## src/rtl/urc_pkg.sv

```systemverilog
// What this block does
// - Feature register bit 7 enables automatic clear-to-send throttling; reset clears it.
// - With throttling on, transmitter stops sending when clear-to-send input reads 1.
// - With throttling on, transmitter restarts sending when clear-to-send input reads 0.
// - Four read/write flow-control character registers, resume and pause pairs, reset zero.
// - Reset: status 0x01, line status 0x60, mode select 0x80, scratchpad 0xff, rest zero except modem status.
// - Reset clears modem status change bits; upper bits show inverted modem input levels.
package urc_pkg;
  // ************************************************************
  // Register offsets
  // ************************************************************
  localparam logic [3:0] URC_OFS_DATA  = 4'h0;
  localparam logic [3:0] URC_OFS_IER   = 4'h1;
  localparam logic [3:0] URC_OFS_ISR   = 4'h2;
  localparam logic [3:0] URC_OFS_LCR   = 4'h3;
  localparam logic [3:0] URC_OFS_MCR   = 4'h4;
  localparam logic [3:0] URC_OFS_LSR   = 4'h5;
  localparam logic [3:0] URC_OFS_MSR   = 4'h6;
  localparam logic [3:0] URC_OFS_SPR   = 4'h7;
  localparam logic [3:0] URC_OFS_EFR   = 4'h8;
  localparam logic [3:0] URC_OFS_RES1  = 4'h9;
  localparam logic [3:0] URC_OFS_RES2  = 4'ha;
  localparam logic [3:0] URC_OFS_PAU1  = 4'hb;
  localparam logic [3:0] URC_OFS_PAU2  = 4'hc;
  localparam logic [3:0] URC_OFS_ENHANCED_MODE_SELECT_REG  = 4'hd;
  localparam logic [3:0] URC_OFS_FCR   = 4'he;
  localparam logic [3:0] URC_OFS_AFR   = 4'hf;
  // ************************************************************
  // Reset values and fields
  // ************************************************************
  localparam logic [7:0] URC_RST_ZERO  = 8'h00;
  localparam logic [7:0] URC_RST_ISR   = 8'h01;
  localparam logic [7:0] URC_RST_LSR   = 8'h60;
  localparam logic [7:0] URC_RST_ENHANCED_MODE_SELECT_REG  = 8'h80;
  localparam logic [7:0] URC_RST_SPR   = 8'hff;
  localparam int         URC_EFR_ACTS  = 7;
  localparam int         URC_LSR_THRE  = 5;
  localparam int         URC_LSR_TEMT  = 6;
  localparam int         URC_MCR_DTR   = 0;
  localparam int         URC_MCR_RTS   = 1;
  localparam int         URC_MCR_OP1   = 2;
  localparam int         URC_MCR_MF    = 3;
  localparam int         URC_IER_THRE  = 1;
  localparam int         URC_IER_MSI   = 3;
  localparam logic [7:0] URC_ISR_NONE  = 8'h01;
  localparam logic [7:0] URC_ISR_THRE  = 8'h02;
  localparam logic [7:0] URC_ISR_MSI   = 8'h00;
  // ************************************************************
  // Timing
  // ************************************************************
  localparam int          URC_CLK_HZ    = 20000000;
  localparam int          URC_BAUD_HZ   = 115200;
  localparam logic [15:0] URC_BIT_TICKS = 16'(URC_CLK_HZ / URC_BAUD_HZ);
  localparam logic [3:0]  URC_FRAME_BITS = 4'ha;
  typedef enum logic [2:0] {
    URC_TX_IDLE = 3'b001,
    URC_TX_WAIT = 3'b010,
    URC_TX_SEND = 3'b100
  } urc_tx_state_t;
endpackage

```

## src/rtl/urc_sync.sv

```systemverilog
module urc_sync
  import urc_pkg::*;
#(
  parameter int W = 5
)
(
  // Clock and reset
  input  wire logic         sys_clk_i,
  input  wire logic         rst_i,
  // Async levels in, filtered levels out
  input  wire logic [W-1:0] async_i,
  output logic      [W-1:0] level_o
);
  logic [W-1:0] s1;
  logic [W-1:0] s2;
  logic [W-1:0] s3;
  logic [W-1:0] next_level;

  // Change counts once second and third stages agree
  always_comb
  begin
    next_level = level_o;
    for (int i = 0; i < W; i++)
    begin
      if (s2[i] == s3[i])
      begin
        next_level[i] = s3[i];
      end
    end
  end

  always_ff @(posedge sys_clk_i)
  begin
    if (rst_i)
    begin
      // Keep tracking the pins in reset so no false change follows release
      s1      <= async_i;
      s2      <= s1;
      s3      <= s2;
      level_o <= s3;
    end
    else
    begin
      s1      <= async_i;
      s2      <= s1;
      s3      <= s2;
      level_o <= next_level;
    end
  end
endmodule

```

## src/rtl/urc_channel.sv

```systemverilog
module urc_channel
  import urc_pkg::*;
(
  // Clock and reset
  input  wire logic       sys_clk_i,
  input  wire logic       rst_i,
  // Register port
  input  wire logic [3:0] addr_i,
  input  wire logic [7:0] wdata_i,
  input  wire logic       wr_i,
  input  wire logic       rd_i,
  output logic      [7:0] rdata_o,
  // Modem inputs, active low
  input  wire logic       cts_n_i,
  input  wire logic       dsr_n_i,
  input  wire logic       ri_n_i,
  input  wire logic       cd_n_i,
  // Serial and pin outputs
  output logic            tx_o,
  output logic            rts_n_o,
  output logic            dtr_n_o,
  output logic            user_output_one_n_o,
  output logic            multi_function_out_n_o,
  output logic            transmit_ready_n_o,
  output logic            int_o
);
  // ************************************************************
  // Register state
  // ************************************************************
  logic [7:0] interrupt_enable_reg, next_ier;
  logic [7:0] line_control_reg, next_lcr;
  logic [7:0] modem_control_reg, next_mcr;
  logic [7:0] scratchpad_reg, next_spr;
  logic [7:0] enhanced_feature_reg, next_efr;
  logic [7:0] resume_char_one, next_res1;
  logic [7:0] resume_char_two, next_res2;
  logic [7:0] pause_char_one, next_pau1;
  logic [7:0] pause_char_two, next_pau2;
  logic [7:0] enhanced_mode_select_reg, next_enhanced_mode_select_reg;
  logic [7:0] fifo_control_reg, next_fcr;
  logic [7:0] alternate_function_reg, next_afr;
  logic [7:0] fifo_level_reg;
  logic [7:0] fifo_count_reg;
  logic [3:0] msr_delta, next_delta;
  logic [3:0] msr_prev, next_prev;
  logic       msr_armed, next_armed;
  logic       thre_pend, next_thre_pend;
  logic [7:0] hold_data, next_hold;
  logic       hold_full, next_hold_full;
  logic [7:0] next_rdata;
  logic [3:0] modem_lvl;
  logic       cts_lvl;
  logic [7:0] modem_status_reg;
  logic [7:0] line_status_reg;
  logic [7:0] interrupt_status_reg;
  // ************************************************************
  // Transmitter state
  // ************************************************************
  urc_tx_state_t tx_state, next_tx_state;
  logic [9:0]    shift, next_shift;
  logic [3:0]    bit_cnt, next_bit_cnt;
  logic [15:0]   tick_cnt, next_tick_cnt;
  logic          tick;
  logic          tx_block;

  urc_sync #(
    .W (5)
  ) u_sync (
    .sys_clk_i (sys_clk_i),
    .rst_i     (rst_i),
    .async_i   ({cts_n_i, dsr_n_i, ri_n_i, cd_n_i, cts_n_i}),
    .level_o   ({cts_lvl, modem_lvl})
  );

  function automatic logic hit(input logic [3:0] a, input logic [3:0] ofs);
    hit = (a == ofs);
  endfunction

  assign fifo_level_reg   = URC_RST_ZERO;
  assign fifo_count_reg   = URC_RST_ZERO;
  // Upper half: inverted input levels; lower half: change bits
  assign modem_status_reg = {~modem_lvl, msr_delta};
  assign line_status_reg  = {1'b0, ~hold_full & (tx_state == URC_TX_IDLE), ~hold_full,
                             5'h00};
  always_comb
  begin
    if (interrupt_enable_reg[URC_IER_MSI] && (msr_delta != 4'h0))
      interrupt_status_reg = URC_ISR_MSI;
    else if (interrupt_enable_reg[URC_IER_THRE] && thre_pend)
      interrupt_status_reg = URC_ISR_THRE;
    else
      interrupt_status_reg = URC_ISR_NONE;
  end
  // Throttle only takes effect between characters
  assign tx_block = enhanced_feature_reg[URC_EFR_ACTS] & cts_lvl;

  // ************************************************************
  // Register next-state logic
  // ************************************************************
  always_comb
  begin
    next_ier       = interrupt_enable_reg;
    next_lcr       = line_control_reg;
    next_mcr       = modem_control_reg;
    next_spr       = scratchpad_reg;
    next_efr       = enhanced_feature_reg;
    next_res1      = resume_char_one;
    next_res2      = resume_char_two;
    next_pau1      = pause_char_one;
    next_pau2      = pause_char_two;
    next_enhanced_mode_select_reg      = enhanced_mode_select_reg;
    next_fcr       = fifo_control_reg;
    next_afr       = alternate_function_reg;
    next_hold      = hold_data;
    next_hold_full = hold_full;
    next_thre_pend = thre_pend;
    next_prev      = modem_lvl;
    next_armed     = 1'b1;
    next_delta     = msr_delta;
    next_rdata     = 8'h00;
    if (rd_i && hit(addr_i, URC_OFS_MSR))
      next_delta = 4'h0;
    if (rd_i && hit(addr_i, URC_OFS_ISR) && interrupt_status_reg == URC_ISR_THRE)
      next_thre_pend = 1'b0;
    // Set wins over the read clear
    if (msr_armed)
      next_delta = next_delta | (msr_prev ^ modem_lvl);
    if (wr_i)
    begin
      case (addr_i)
        URC_OFS_DATA:
        begin
          next_hold      = wdata_i;
          next_hold_full = 1'b1;
          next_thre_pend = 1'b0;
        end
        URC_OFS_IER:  next_ier  = wdata_i;
        URC_OFS_LCR:  next_lcr  = wdata_i;
        URC_OFS_MCR:  next_mcr  = wdata_i;
        URC_OFS_SPR:  next_spr  = wdata_i;
        URC_OFS_EFR:  next_efr  = wdata_i;
        URC_OFS_RES1: next_res1 = wdata_i;
        URC_OFS_RES2: next_res2 = wdata_i;
        URC_OFS_PAU1: next_pau1 = wdata_i;
        URC_OFS_PAU2: next_pau2 = wdata_i;
        URC_OFS_ENHANCED_MODE_SELECT_REG: next_enhanced_mode_select_reg = wdata_i;
        URC_OFS_FCR:  next_fcr  = wdata_i;
        URC_OFS_AFR:  next_afr  = wdata_i;
        default:      next_afr  = alternate_function_reg;
      endcase
    end
    if (tx_state == URC_TX_IDLE && hold_full && !wr_i)
    begin
      next_hold_full = 1'b0;
      next_thre_pend = 1'b1;
    end
    if (rd_i)
    begin
      case (addr_i)
        URC_OFS_DATA: next_rdata = 8'h00;
        URC_OFS_IER:  next_rdata = interrupt_enable_reg;
        URC_OFS_ISR:  next_rdata = interrupt_status_reg;
        URC_OFS_LCR:  next_rdata = line_control_reg;
        URC_OFS_MCR:  next_rdata = modem_control_reg;
        URC_OFS_LSR:  next_rdata = line_status_reg;
        URC_OFS_MSR:  next_rdata = modem_status_reg;
        URC_OFS_SPR:  next_rdata = scratchpad_reg;
        URC_OFS_EFR:  next_rdata = enhanced_feature_reg;
        URC_OFS_RES1: next_rdata = resume_char_one;
        URC_OFS_RES2: next_rdata = resume_char_two;
        URC_OFS_PAU1: next_rdata = pause_char_one;
        URC_OFS_PAU2: next_rdata = pause_char_two;
        URC_OFS_ENHANCED_MODE_SELECT_REG: next_rdata = enhanced_mode_select_reg;
        URC_OFS_FCR:  next_rdata = fifo_level_reg | fifo_count_reg;
        URC_OFS_AFR:  next_rdata = alternate_function_reg;
        default:      next_rdata = 8'h00;
      endcase
    end
  end

  always_ff @(posedge sys_clk_i)
  begin
    if (rst_i)
    begin
      interrupt_enable_reg     <= URC_RST_ZERO;
      line_control_reg         <= URC_RST_ZERO;
      modem_control_reg        <= URC_RST_ZERO;
      scratchpad_reg           <= URC_RST_SPR;
      enhanced_feature_reg     <= URC_RST_ZERO;
      resume_char_one          <= URC_RST_ZERO;
      resume_char_two          <= URC_RST_ZERO;
      pause_char_one           <= URC_RST_ZERO;
      pause_char_two           <= URC_RST_ZERO;
      enhanced_mode_select_reg <= URC_RST_ENHANCED_MODE_SELECT_REG;
      fifo_control_reg         <= URC_RST_ZERO;
      alternate_function_reg   <= URC_RST_ZERO;
      hold_data                <= 8'h00;
      hold_full                <= 1'b0;
      thre_pend                <= 1'b0;
      msr_delta                <= 4'h0;
      msr_prev                 <= 4'hf;
      msr_armed                <= 1'b0;
      rdata_o                  <= 8'h00;
    end
    else
    begin
      interrupt_enable_reg     <= next_ier;
      line_control_reg         <= next_lcr;
      modem_control_reg        <= next_mcr;
      scratchpad_reg           <= next_spr;
      enhanced_feature_reg     <= next_efr;
      resume_char_one          <= next_res1;
      resume_char_two          <= next_res2;
      pause_char_one           <= next_pau1;
      pause_char_two           <= next_pau2;
      enhanced_mode_select_reg <= next_enhanced_mode_select_reg;
      fifo_control_reg         <= next_fcr;
      alternate_function_reg   <= next_afr;
      hold_data                <= next_hold;
      hold_full                <= next_hold_full;
      thre_pend                <= next_thre_pend;
      msr_delta                <= next_delta;
      msr_prev                 <= next_prev;
      msr_armed                <= next_armed;
      rdata_o                  <= next_rdata;
    end
  end

  // ************************************************************
  // Transmitter
  // ************************************************************
  assign tick = (tick_cnt == URC_BIT_TICKS - 16'h0001);

  always_comb
  begin
    next_tx_state = tx_state;
    next_shift    = shift;
    next_bit_cnt  = bit_cnt;
    next_tick_cnt = tick_cnt;
    case (tx_state)
      URC_TX_IDLE:
      begin
        if (hold_full && !wr_i)
        begin
          next_shift    = {1'b1, hold_data, 1'b0};
          next_bit_cnt  = 4'h0;
          next_tick_cnt = 16'h0000;
          next_tx_state = tx_block ? URC_TX_WAIT : URC_TX_SEND;
        end
      end
      URC_TX_WAIT:
      begin
        if (!tx_block)
          next_tx_state = URC_TX_SEND;
      end
      URC_TX_SEND:
      begin
        next_tick_cnt = tick ? 16'h0000 : tick_cnt + 16'h0001;
        if (tick)
        begin
          next_shift   = {1'b1, shift[9:1]};
          next_bit_cnt = bit_cnt + 4'h1;
          if (bit_cnt == URC_FRAME_BITS - 4'h1)
            next_tx_state = URC_TX_IDLE;
        end
      end
      default: next_tx_state = URC_TX_IDLE;
    endcase
  end

  always_ff @(posedge sys_clk_i)
  begin
    if (rst_i)
    begin
      tx_state <= URC_TX_IDLE;
      shift    <= 10'h3ff;
      bit_cnt  <= 4'h0;
      tick_cnt <= 16'h0000;
    end
    else
    begin
      tx_state <= next_tx_state;
      shift    <= next_shift;
      bit_cnt  <= next_bit_cnt;
      tick_cnt <= next_tick_cnt;
    end
  end

  // ************************************************************
  // Pin outputs
  // ************************************************************
  always_ff @(posedge sys_clk_i)
  begin
    if (rst_i)
    begin
      tx_o                   <= 1'b1;
      rts_n_o                <= 1'b1;
      dtr_n_o                <= 1'b1;
      user_output_one_n_o    <= 1'b1;
      multi_function_out_n_o <= 1'b1;
      transmit_ready_n_o     <= 1'b0;
      int_o                  <= 1'b0;
    end
    else
    begin
      tx_o                   <= (next_tx_state == URC_TX_SEND) ? next_shift[0] : 1'b1;
      rts_n_o                <= ~next_mcr[URC_MCR_RTS];
      dtr_n_o                <= ~next_mcr[URC_MCR_DTR];
      user_output_one_n_o    <= ~next_mcr[URC_MCR_OP1];
      multi_function_out_n_o <= ~next_mcr[URC_MCR_MF];
      transmit_ready_n_o     <= next_hold_full;
      int_o                  <= (next_ier[URC_IER_THRE] & next_thre_pend) |
                                (next_ier[URC_IER_MSI] & (next_delta != 4'h0));
    end
  end
endmodule

```

## config.mk

```make
export PLATFORM = sky130hd
export DESIGN_NAME = urc_channel
export DESIGN_NICKNAME = d
export VERILOG_FILES = /design/src/rtl/urc_pkg.sv /design/src/rtl/urc_sync.sv /design/src/rtl/urc_channel.sv
export SDC_FILE = /design/constraint.sdc
export NUM_CORES = 1
export LEC_CHECK = 0
export BUFFER_PORTS_ARGS = -buffer_cell sky130_fd_sc_hd__clkbuf_2
export CELL_PAD_IN_SITES_DETAIL_PLACEMENT = 0
export CELL_PAD_IN_SITES_GLOBAL_PLACEMENT = 1
export CORE_UTILIZATION = 35
export DETAILED_ROUTE_END_ITERATION = 8
export PLACE_DENSITY_LB_ADDON = 0.1
export SKIP_LAST_GASP = 1
export SLEW_MARGIN = 20
export SYNTH_ARGS = -nofsm -noshare
export SYNTH_HDL_FRONTEND = slang
export SYNTH_SLANG_ARGS = --single-unit
```

## constraint.sdc

```tcl
create_clock -name sys_clk_i -period 1.9 [get_ports sys_clk_i]
set_input_delay 0.475 -clock sys_clk_i [delete_from_list [all_inputs] [get_ports sys_clk_i]]
set_output_delay 0.475 -clock sys_clk_i [all_outputs]
set_load 0.02 [all_outputs]
```

==> impl_metrics.json, run 1 <==
{
  "area_growth_pct": 27.8,
  "synthArstFlopShare": 0,
  "path_cells": "or4b_4 > nor4_4 > buf_6 > buf_6 > nand2b_1 > or3_4 > a21oi_2",
  "grt_pass1_vias": 6354,
  "postSynthCellCount": 824,
  "synth_seq_cells": 170,
  "fmax_ghz": 0.527,
  "ios": 35,
  "place_hpwl_um": 17400,
  "drv_cap": 0,
  "die_h_um": 146,
  "finalNetCount": 966,
  "core_area_um2": 20400,
  "p_per_area_nw_per_um2": 855,
  "cts_tree": "done",
  "final_cell_count_no_fill": 1225,
  "grt_pass1_wl_um": 36700,
  "antenna_found_initial": 0,
  "cp.arrival_ns": 2.21,
  "drive_above_1_share": 0.252,
  "cp_top_family": "simple AND/OR/NAND/NOR gates",
  "fp-row-count": 52,
  "grt.met3_usage": 0.0359,
  "diodes": 0,
  "worstMarginPinSlew_ns": 0.524,
  "cts_sinks": 170,
  "cp.required_ns": 2.21,
  "syn-cell-area_um2": 7300,
  "min_path_type": "primary input to register",
  "synth_common_cells": "166 x dfxtp_1, 106 x nand2_1, 83 x nor2_1",
  "htreeDepth": 4,
  "crit_type": "register to register",
  "drtAntennaViolNets": 0,
  "status": "finished, final reports clean",
  "worst-path-buf-inv": 2,
  "fin_crit_sh": 0.999,
  "largest-register": "tick_cnt",
  "peakVddDrop_v": 0.000725,
  "overflow": 0,
  "clockBufferDepth": 2,
  "clk_latency_ns": 0.43,
  "synth_most_common_cell": "dfxtp_1",
  "clkSlewWorstSetupHoldPaths_ns": 0.07,
  "ys_seq_area_frac": 0.472,
  "met2_usage": 0.371,
  "grt_start_max_net_pins": 70,
  "cp-start-kind": "register",
  "dpl.cell_count": 1186,
  "largest_reg_flops": 16,
  "numCtsBuffers": 17,
  "slew_headroom": 0.642,
  "synth_edf_count": 4,
  "gp_congestion": 0.883,
  "cp_slowest_cell": "or4b_4",
  "synth_top_area_cell": "dfxtp_1",
  "portBuffers": 34,
  "drv_slew": 0,
  "synth_area_per_cell_um2": 8.86,
  "skew_ns": 0.00941,
  "setup_violations": 0,
  "crit_top_cell": "buf_6",
  "ys_types": 72,
  "synth_top_area_frac": 0.455,
  "synthTopCellsByArea": "dfxtp_1 46%, mux2i_1 9.3%, nand2_1 5.4%",
  "drc_errors": 0,
  "period_minus_slack_ns": 1.90,
  "vias_per_cell": 5.32,
  "drt-total-wl_um": 23700,
  "crit_path_max_incr_delay_ns": 0.54,
  "worst_slack_ns": 0.00222,
  "synthFlopType": "dfxtp_1",
  "hold_buffers": 0,
  "post_drt_wl_per_cell_um": 19.3,
  "largestRegisters": "tick_cnt x16, shift x10",
  "die_x_um": 146,
  "dp_slack_ns": -0.182,
  "crit_path_max_fanout": 3,
  "start_util": 0.359,
  "leakagePower_nw": 3.70,
  "end_kind": "register",
  "root_buffer": "clkbuf_16",
  "rsz0062_at_grt": "true",
  "drtPass1Iterations": 4,
  "syn_nets": 848,
  "vias": 6523,
  "drtIter0Drc": 446,
  "yosysWarnings": 0,
  "hold_viol_final": 0,
  "grt_usage": 0.227,
  "use_met1": 0.298,
  "die_area_um2": 21400,
  "tns_ns": 0,
  "gr-max-usage-layer": "met2"
}
## logic make-up (layout without fill, tap and decap cells)
family	count (synthesis)	count (layout)	share of synthesized area
AOI/OAI and AO/OA	165	165	0.150
xor gates and xnor gates	13	13	0.0156
adders and majority gates	4	4	0.00686
buffers and inverters	68	199	0.0374
DFF	170	170	0.472
muxes	70	70	0.0979
and+or+nand+nor	334	334	0.221
## worst reg2reg max path, cell delays in order (launching register included)
cell	delay, ns
dfxtp_2	0.33
or4b_4	0.54
nor4_4	0.34
buf_6	0.15
buf_6	0.09
nand2b_1	0.15
or3_4	0.15
a21oi_2	0.04
## metrics by stage
step	utilization	total power [mW]	hold slack, ns	instance area (um^2)
after CTS	0.457	8.05	0.131	9310
after global placement	0.421	4.50	0.315	8570
final	0.458	7.98	0.146	9330
after detailed placement	0.421	4.51	0.313	8570
after floorplan	-	4.16	0.310	7360
after global routing	0.458	8.27	0.131	9330
## metal layers
| layer | up-vias | share of wire |
|---|---|---|
| met2 | 164 | 0.48 |
| met4 | 0 | 0.026 |
| met3 | 38 | 0.038 |
| met1 | 3167 | 0.45 |
| met5 | - | 0 |
| li1 | 3154 | - |
## cell type report
| cell class | count | area [um^2] |
|---|---|---|
| Inverter | 13 | 48.8 |
| Tap cell | 270 | 338 |
| Sequential cell | 170 | 3450 |
| Clock inverter | 10 | 141 |
| Multi-Input combinational cell | 586 | 3710 |
| Clock buffer | 22 | 454 |
| Timing Repair Buffer | 154 | 1190 |
| Fill cell | 1993 | 11000 |
## where the power goes
part           switching, mW  internal [mW]
registers             0.0595           3.66
logic                  0.431          0.286
clock network           1.44           2.11
total                   1.93           6.06
## what timing repair did
item | in CTS | in global routing
setup endpoints to repair | 24 | 30
buffers inserted | 5 | 0
gates cloned | 2 | 0
gates resized for setup | 22 | 5
pin swaps | 15 | 9
## cell usage in the layout (no fill, tap or decap), types with 5 or more instances in the layout
master / netlist / layout
a21oi_1: 58 / 51
a21oi_2: 1 / 8
a221oi_1: 11 / 7
a22oi_1: 14 / 14
a31oi_1: 6 / 6
a32o_1: 6 / 6
and3_1: 7 / 7
buf_12: 0 / 7
buf_4: 0 / 109
clkbuf_16: 0 / 17
clkbuf_2: 0 / 33
clkinvlp_4: 0 / 5
dfxtp_1: 166 / 161
dfxtp_2: 0 / 5
inv_1: 12 / 10
mux2i_1: 68 / 68
nand2_1: 106 / 106
nand2b_1: 12 / 12
nand3_1: 59 / 58
nand3b_1: 5 / 5
nand4_1: 5 / 5
nor2_1: 83 / 81
nor2b_1: 12 / 11
o21ai_0: 29 / 29
or2_2: 12 / 11
or3_1: 7 / 6
xor2_1: 12 / 12
## final timing paths
| path | slack, ns | cells after the start | end | from |
|---|---|---|---|---|
| setup / recovery | 0.002 | 7 | tick_cnt[9]$_SDFFE_PP0P_ | tick_cnt[8]$_SDFFE_PP0P_ |
| hold / removal | 0.15 | 1 | u_sync.s1[2]$_DFF_P_ | ri_n_i |
| setup reg to reg | 0.002 | 7 | tick_cnt[9]$_SDFFE_PP0P_ | tick_cnt[8]$_SDFFE_PP0P_ |
| hold reg to reg | 0.33 | 0 | u_sync.s2[1]$_DFF_P_ | u_sync.s1[1]$_DFF_P_ |
No activity file was read; power rests on OpenSTA's default activity.
==> inputs of run 2 (changes only) <==
==> constraint.sdc (replaced) <==
create_clock -name sys_clk_i -period 1.9 [get_ports sys_clk_i]
set_input_delay 0.38 -clock sys_clk_i [delete_from_list [all_inputs] [get_ports sys_clk_i]]
set_output_delay 0.38 -clock sys_clk_i [all_outputs]
set_load 0.02 [all_outputs]
==> run 2 against run 1 <==
Effect of this change:
- the run now ends with negative setup slack left
- register-to-register slack got worse by 0.02 ns
- critical path depth did not move
- combinational power fell by 0.7%
- cell area fell by 1.6%
- setup slack got worse by 0.018 ns
- power fell by 0.24%
- sequential share of layout area rose by 0.59 points
- largest power group unchanged
==> impl_metrics.json, run 2 (synthesis results as in run 1) <==
{
  "status": "finished with violations",
  "failed_checks": "negative setup slack",
  "core_area_um2": 20400,
  "drtPass1Iterations": 5,
  "largestRegisters": "tick_cnt x16, shift x10",
  "antenna_found_initial": 0,
  "cts_sinks": 170,
  "die_area_um2": 21400,
  "largest_reg_flops": 16,
  "crit_type": "register to register",
  "grt_pass1_vias": 6392,
  "gp_congestion": 0.866,
  "htreeDepth": 4,
  "power_frac_comb": 0.089,
  "finalNetCount": 963,
  "skew_ns": 0.00997,
  "cp.arrival_ns": 2.29,
  "vias": 6499,
  "min_path_type": "primary input to register",
  "numCtsBuffers": 17,
  "worst_r2r_startpoint": "tick_cnt[11]$_SDFFE_PP0P_",
  "end_kind": "register",
  "ios": 35,
  "largest-register": "tick_cnt",
  "place_hpwl_um": 17500,
  "rsz0062_at_grt": "true",
  "drtIter0Drc": 349,
  "peakVddDrop_v": 0.000546,
  "worst_slack_ns": -0.0154,
  "diodes": 0,
  "post_drt_wl_per_cell_um": 19.3,
  "grt_usage": 0.227,
  "clkSlewWorstSetupHoldPaths_ns": 0.07,
  "p_per_area_nw_per_um2": 868,
  "p_total_mw": 7.96,
  "layout_commonest_cell": "dfxtp_1",
  "fp-row-count": 52,
  "setup_violations": 2,
  "finalInstanceArea_um2": 9180,
  "final_cell_count_no_fill": 1222,
  "die_h_um": 146,
  "pwr-share-clk": 0.443,
  "cp-start-kind": "register",
  "overflow": 0,
  "dpl.cell_count": 1185,
  "hold_path.startpoint": "ri_n_i",
  "worstSetupStartpoint": "tick_cnt[11]$_SDFFE_PP0P_",
  "clockBufferDepth": 2,
  "drc_errors": 0,
  "seq_power_share": 0.468,
  "cp.required_ns": 2.27,
  "fmax_ghz": 0.522,
  "fin_crit_sh": 1.01,
  "drv_cap": 0,
  "root_buffer": "clkbuf_16",
  "slew_headroom": 0.590,
  "grt_pass1_wl_um": 36700,
  "start_util": 0.359,
  "tns_ns": -0.0209,
  "drv_slew": 0,
  "p_sw_mw": 2.04,
  "area_growth_pct": 25.7,
  "worstMarginPinSlew_ns": 0.611,
  "drt-total-wl_um": 23600,
  "cts_tree": "done",
  "crit_path_max_fanout": 7,
  "portBuffers": 34,
  "drive_above_1_share": 0.235,
  "drtAntennaViolNets": 0,
  "sw_frac_of_total": 0.256,
  "grt_start_max_net_pins": 41,
  "hold_viol_final": 0,
  "clk_latency_ns": 0.43,
  "hold_ws_ns": 0.0503,
  "period_minus_slack_ns": 1.92,
  "hold_buffers": 0,
  "mostFrequentLayoutCells": "163 x dfxtp_1, 110 x buf_4, 105 x nand2_1, 83 x nor2_1, 68 x mux2i_1",
  "leakagePower_nw": 3.67,
  "die_x_um": 146,
  "vias_per_cell": 5.32,
  "place_area_um2": 8530,
  "p_int_mw": 5.92
}
==> run 2: worst max-delay path: stages, from the launching register on <==
cell and delay, ns:
dfxtp_2 0.34, or4b_4 0.55, nor4_4 0.33, buf_6 0.17, and2_4 0.17, buf_6 0.13, a221oi_1 0.08, nand2_1 0.09
==> run 2: power by group through the flow <==
stage	Combinational (mW)	Clock (mW)	Sequential, mW
final	0.712	3.53	3.72
after global routing	0.762	3.78	3.73
after CTS	0.709	3.61	3.72
after detailed placement	0.705	0	3.80
after global placement	0.703	0	3.80
after floorplan	0.361	0	3.79
==> run 2: routing by layer <==
layer	global-route usage	part of all wire	vias up
li1	-	-	3146
met3	0.0456	0.052	34
met1	0.296	0.46	3138
met4	0.0880	0.030	0
met2	0.367	0.46	181
met5	0	0	-
==> run 2: worst paths after layout <==
kind	endpoint	depth (start not counted)	slack (ns)
max	shift[2]$_SDFFE_PP1P_	7	-0.02
min	u_sync.s1[2]$_DFF_P_	1	0.05
max reg2reg	shift[2]$_SDFFE_PP1P_	7	-0.02
min reg2reg	u_sync.s2[3]$_DFF_P_	0	0.33
==> run 2: layout make-up <==
class / count / area (um^2)
Clock buffer: 18 / 429
Multi-Input combinational cell: 586 / 3630
Clock inverter: 14 / 163
Timing Repair Buffer: 151 / 1120
Inverter: 13 / 48.8
Tap cell: 270 / 338
Fill cell: 2002 / 11200
Sequential cell: 170 / 3450
==> run 2: through the flow <==
step	worst slack (ns)	util
4_1_cts	-0.0531	0.450
5_1_grt	-0.0972	0.451
3_3_place_gp	-0.322	0.419
6_report	-0.0154	0.451
2_1_floorplan	-0.0486	-
3_5_place_dp	-0.275	0.419
==> run 2: repair_timing <==
action,4_1_cts,5_1_grt
setup buffers,3,2
setup endpoints to repair,22,30
resized for setup,5,1
hold endpoints to repair,0,0
pin swaps,6,7
==> inputs of run 3 (changes only) <==
==> constraint.sdc (replaced) <==
create_clock -name sys_clk_i -period 1.6 [get_ports sys_clk_i]
set_input_delay 0.32 -clock sys_clk_i [delete_from_list [all_inputs] [get_ports sys_clk_i]]
set_output_delay 0.32 -clock sys_clk_i [all_outputs]
set_load 0.02 [all_outputs]
==> run 3 against run 2 <==
Effect of this change:
- the flow still finishes with violations (negative setup slack)
- via count is 2.5% higher
- setup slack worse by 0.28 ns
- final cell count is 3.6% higher
- hold slack better by 0.15 ns
- routed wire length is 0.36% lower
- core utilization is 2.6 points higher
- clock power is 18% higher
- count of clock-buffer cells in the layout stayed put
==> impl_metrics.json, run 3 (synthesis results as in run 1) <==
{
  "status": "finished with violations",
  "failed_checks": "negative setup slack",
  "fp-row-count": 52,
  "fmax_ghz": 0.529,
  "worst_r2r_startpoint": "tick_cnt[8]$_SDFFE_PP0P_",
  "final_cell_count_no_fill": 1266,
  "vias_per_cell": 5.26,
  "ios": 35,
  "grt_pass1_wl_um": 36700,
  "largestRegisters": "tick_cnt x16, shift x10",
  "skew_ns": 0.00827,
  "layout_commonest_cell": "dfxtp_1",
  "start_util": 0.359,
  "portBuffers": 34,
  "overflow": 0,
  "worstMarginPinSlew_ns": 0.697,
  "root_buffer": "clkbuf_16",
  "cts_tree": "done",
  "period_minus_slack_ns": 1.89,
  "clk_latency_ns": 0.43,
  "mostFrequentLayoutCells": "158 x dfxtp_1, 144 x buf_4, 106 x nand2_1, 81 x nor2_1, 68 x mux2i_1",
  "min_path_type": "primary input to register",
  "leakagePower_nw": 3.94,
  "grt_usage": 0.225,
  "crit_path_max_fanout": 8,
  "cp.required_ns": 1.92,
  "htreeDepth": 4,
  "numCtsBuffers": 17,
  "drv_slew": 0,
  "cp-start-kind": "register",
  "end_kind": "register",
  "drv_cap": 0,
  "core_area_um2": 20400,
  "hold_viol_final": 0,
  "diodes": 0,
  "hold_depth": 3,
  "crit_type": "register to register",
  "drive_above_1_share": 0.290,
  "vias": 6661,
  "cts_sinks": 170,
  "multi_input_area_um2": 3780,
  "regArea_um2": 3450,
  "final_core_util": 0.477,
  "die_h_um": 146,
  "clockBufferDepth": 2,
  "largest_reg_flops": 16,
  "grt_start_max_net_pins": 63,
  "p_per_area_nw_per_um2": 975,
  "fin_crit_sh": 1.18,
  "drtPass1Iterations": 5,
  "hold_path.startpoint": "wdata_i[2]",
  "dpl.cell_count": 1221,
  "setup_violations": 37,
  "die_x_um": 146,
  "worst_slack_ns": -0.291,
  "r2r-end": "tick_cnt[7]$_SDFFE_PP0P_",
  "drc_errors": 0,
  "peakVddDrop_v": 0.000591,
  "drt-total-wl_um": 23500,
  "reg2reg_depth": 6,
  "cp.arrival_ns": 2.21,
  "largest-register": "tick_cnt",
  "clkSlewWorstSetupHoldPaths_ns": 0.07,
  "finalNetCount": 1007,
  "die_area_um2": 21400,
  "antenna_found_initial": 0,
  "drtIter0Drc": 516,
  "ff2ff_setup_slack_ns": -0.29,
  "area_growth_pct": 33.0,
  "slew_headroom": 0.523,
  "gp_congestion": 0.868,
  "grt_pass1_vias": 6527,
  "post_drt_wl_per_cell_um": 18.6,
  "drtAntennaViolNets": 0,
  "whs_endpoint": "modem_control_reg[2]$_SDFF_PP0_",
  "place_hpwl_um": 17000,
  "n_fill_cell": 1967,
  "rsz0062_at_grt": "true"
}
-- run 3: changes by cell type in the layout (fill, tap and decap cells not counted), moves of 3 or more --
| cell | previous run | this run |
|---|---|---|
| dfxtp_1 | 163 | 158 |
| dlygate4sd3_1 | 0 | 4 |
| dfxtp_2 | 3 | 8 |
| a21oi_1 | 56 | 51 |
| inv_8 | 1 | 4 |
| a21oi_2 | 3 | 8 |
| buf_4 | 110 | 144 |
| buf_12 | 5 | 8 |
-- run 3: layout make-up --
type	instances	share of cell area
flip-flops and latches	170	0.356
clock inverters	14	0.0162
multi-input cells	587	0.389
well taps	270	0.0348
clock buffers	18	0.0442
repair buffers	194	0.155
inverters	13	0.00503
-- run 3: power breakdown --
| group | total, mW | leakage (nW) | internal (mW) | switching [mW] |
|---|---|---|---|---|
| Clock | 4.15 | 0.290 | 2.22 | 1.93 |
| Sequential | 4.42 | 1.39 | 4.35 | 0.0688 |
| Combinational | 0.895 | 2.26 | 0.390 | 0.505 |
| Total | 9.46 | 3.94 | 6.96 | 2.50 |
-- run 3: worst max path at each step --
stage / end / slack [ns] / depth (start not counted) / from
floorplan: tick_cnt[8]$_SDFFE_PP0P_ / -0.34 / 8 / tick_cnt[0]$_SDFFE_PP0P_
global placement: rdata_o[1]$_SDFF_PP0_ / -0.42 / 8 / addr_i[0]
detailed placement: rdata_o[1]$_SDFF_PP0_ / -0.40 / 8 / addr_i[0]
CTS: shift[2]$_SDFFE_PP1P_ / -0.28 / 7 / tick_cnt[8]$_SDFFE_PP0P_
global route: shift[2]$_SDFFE_PP1P_ / -0.37 / 7 / tick_cnt[8]$_SDFFE_PP0P_
finish: tick_cnt[7]$_SDFFE_PP0P_ / -0.29 / 6 / tick_cnt[8]$_SDFFE_PP0P_
-- run 3: metrics by stage --
step	power (mW)	worst slack (ns)	hold WS (ns)	TNS [ns]	instance area (um^2)
floorplan	4.94	-0.342	0.310	-9.18	7380
detailed placement	5.38	-0.401	0.312	-24.28	8860
CTS	9.55	-0.278	0.175	-8.01	9560
finish	9.46	-0.291	0.197	-8.23	9710
global placement	5.37	-0.424	0.311	-22.96	8860
global route	9.79	-0.374	0.179	-11.50	9710
-- run 3: per-layer routing --
| layer | vias up | track usage | part of all wire |
|---|---|---|---|
| li1 | 3242 | - | - |
| met1 | 3249 | 0.325 | 0.50 |
| met2 | 152 | 0.346 | 0.44 |
| met3 | 18 | 0.0338 | 0.048 |
| met4 | 0 | 0.0609 | 0.0097 |
| met5 | - | 0 | 0 |
-- run 3: timing repair --
item                                   in CTS  in global routing
endpoints found under the hold margin       4                  0
hold buffers                                4                  0
buffers inserted                            5                  4
setup endpoints to repair                  38                 39
pin swaps                                  14                 13
gates resized for setup                    18                 22
gates cloned                                0                  1
-- run 3: critical path, cell delays in order (launching register included) --
cell and delay, ns:
dfxtp_2 0.33, or4b_4 0.54, nor4_4 0.32, buf_6 0.17
and2_4 0.19, or2_4 0.18, a211oi_1 0.06
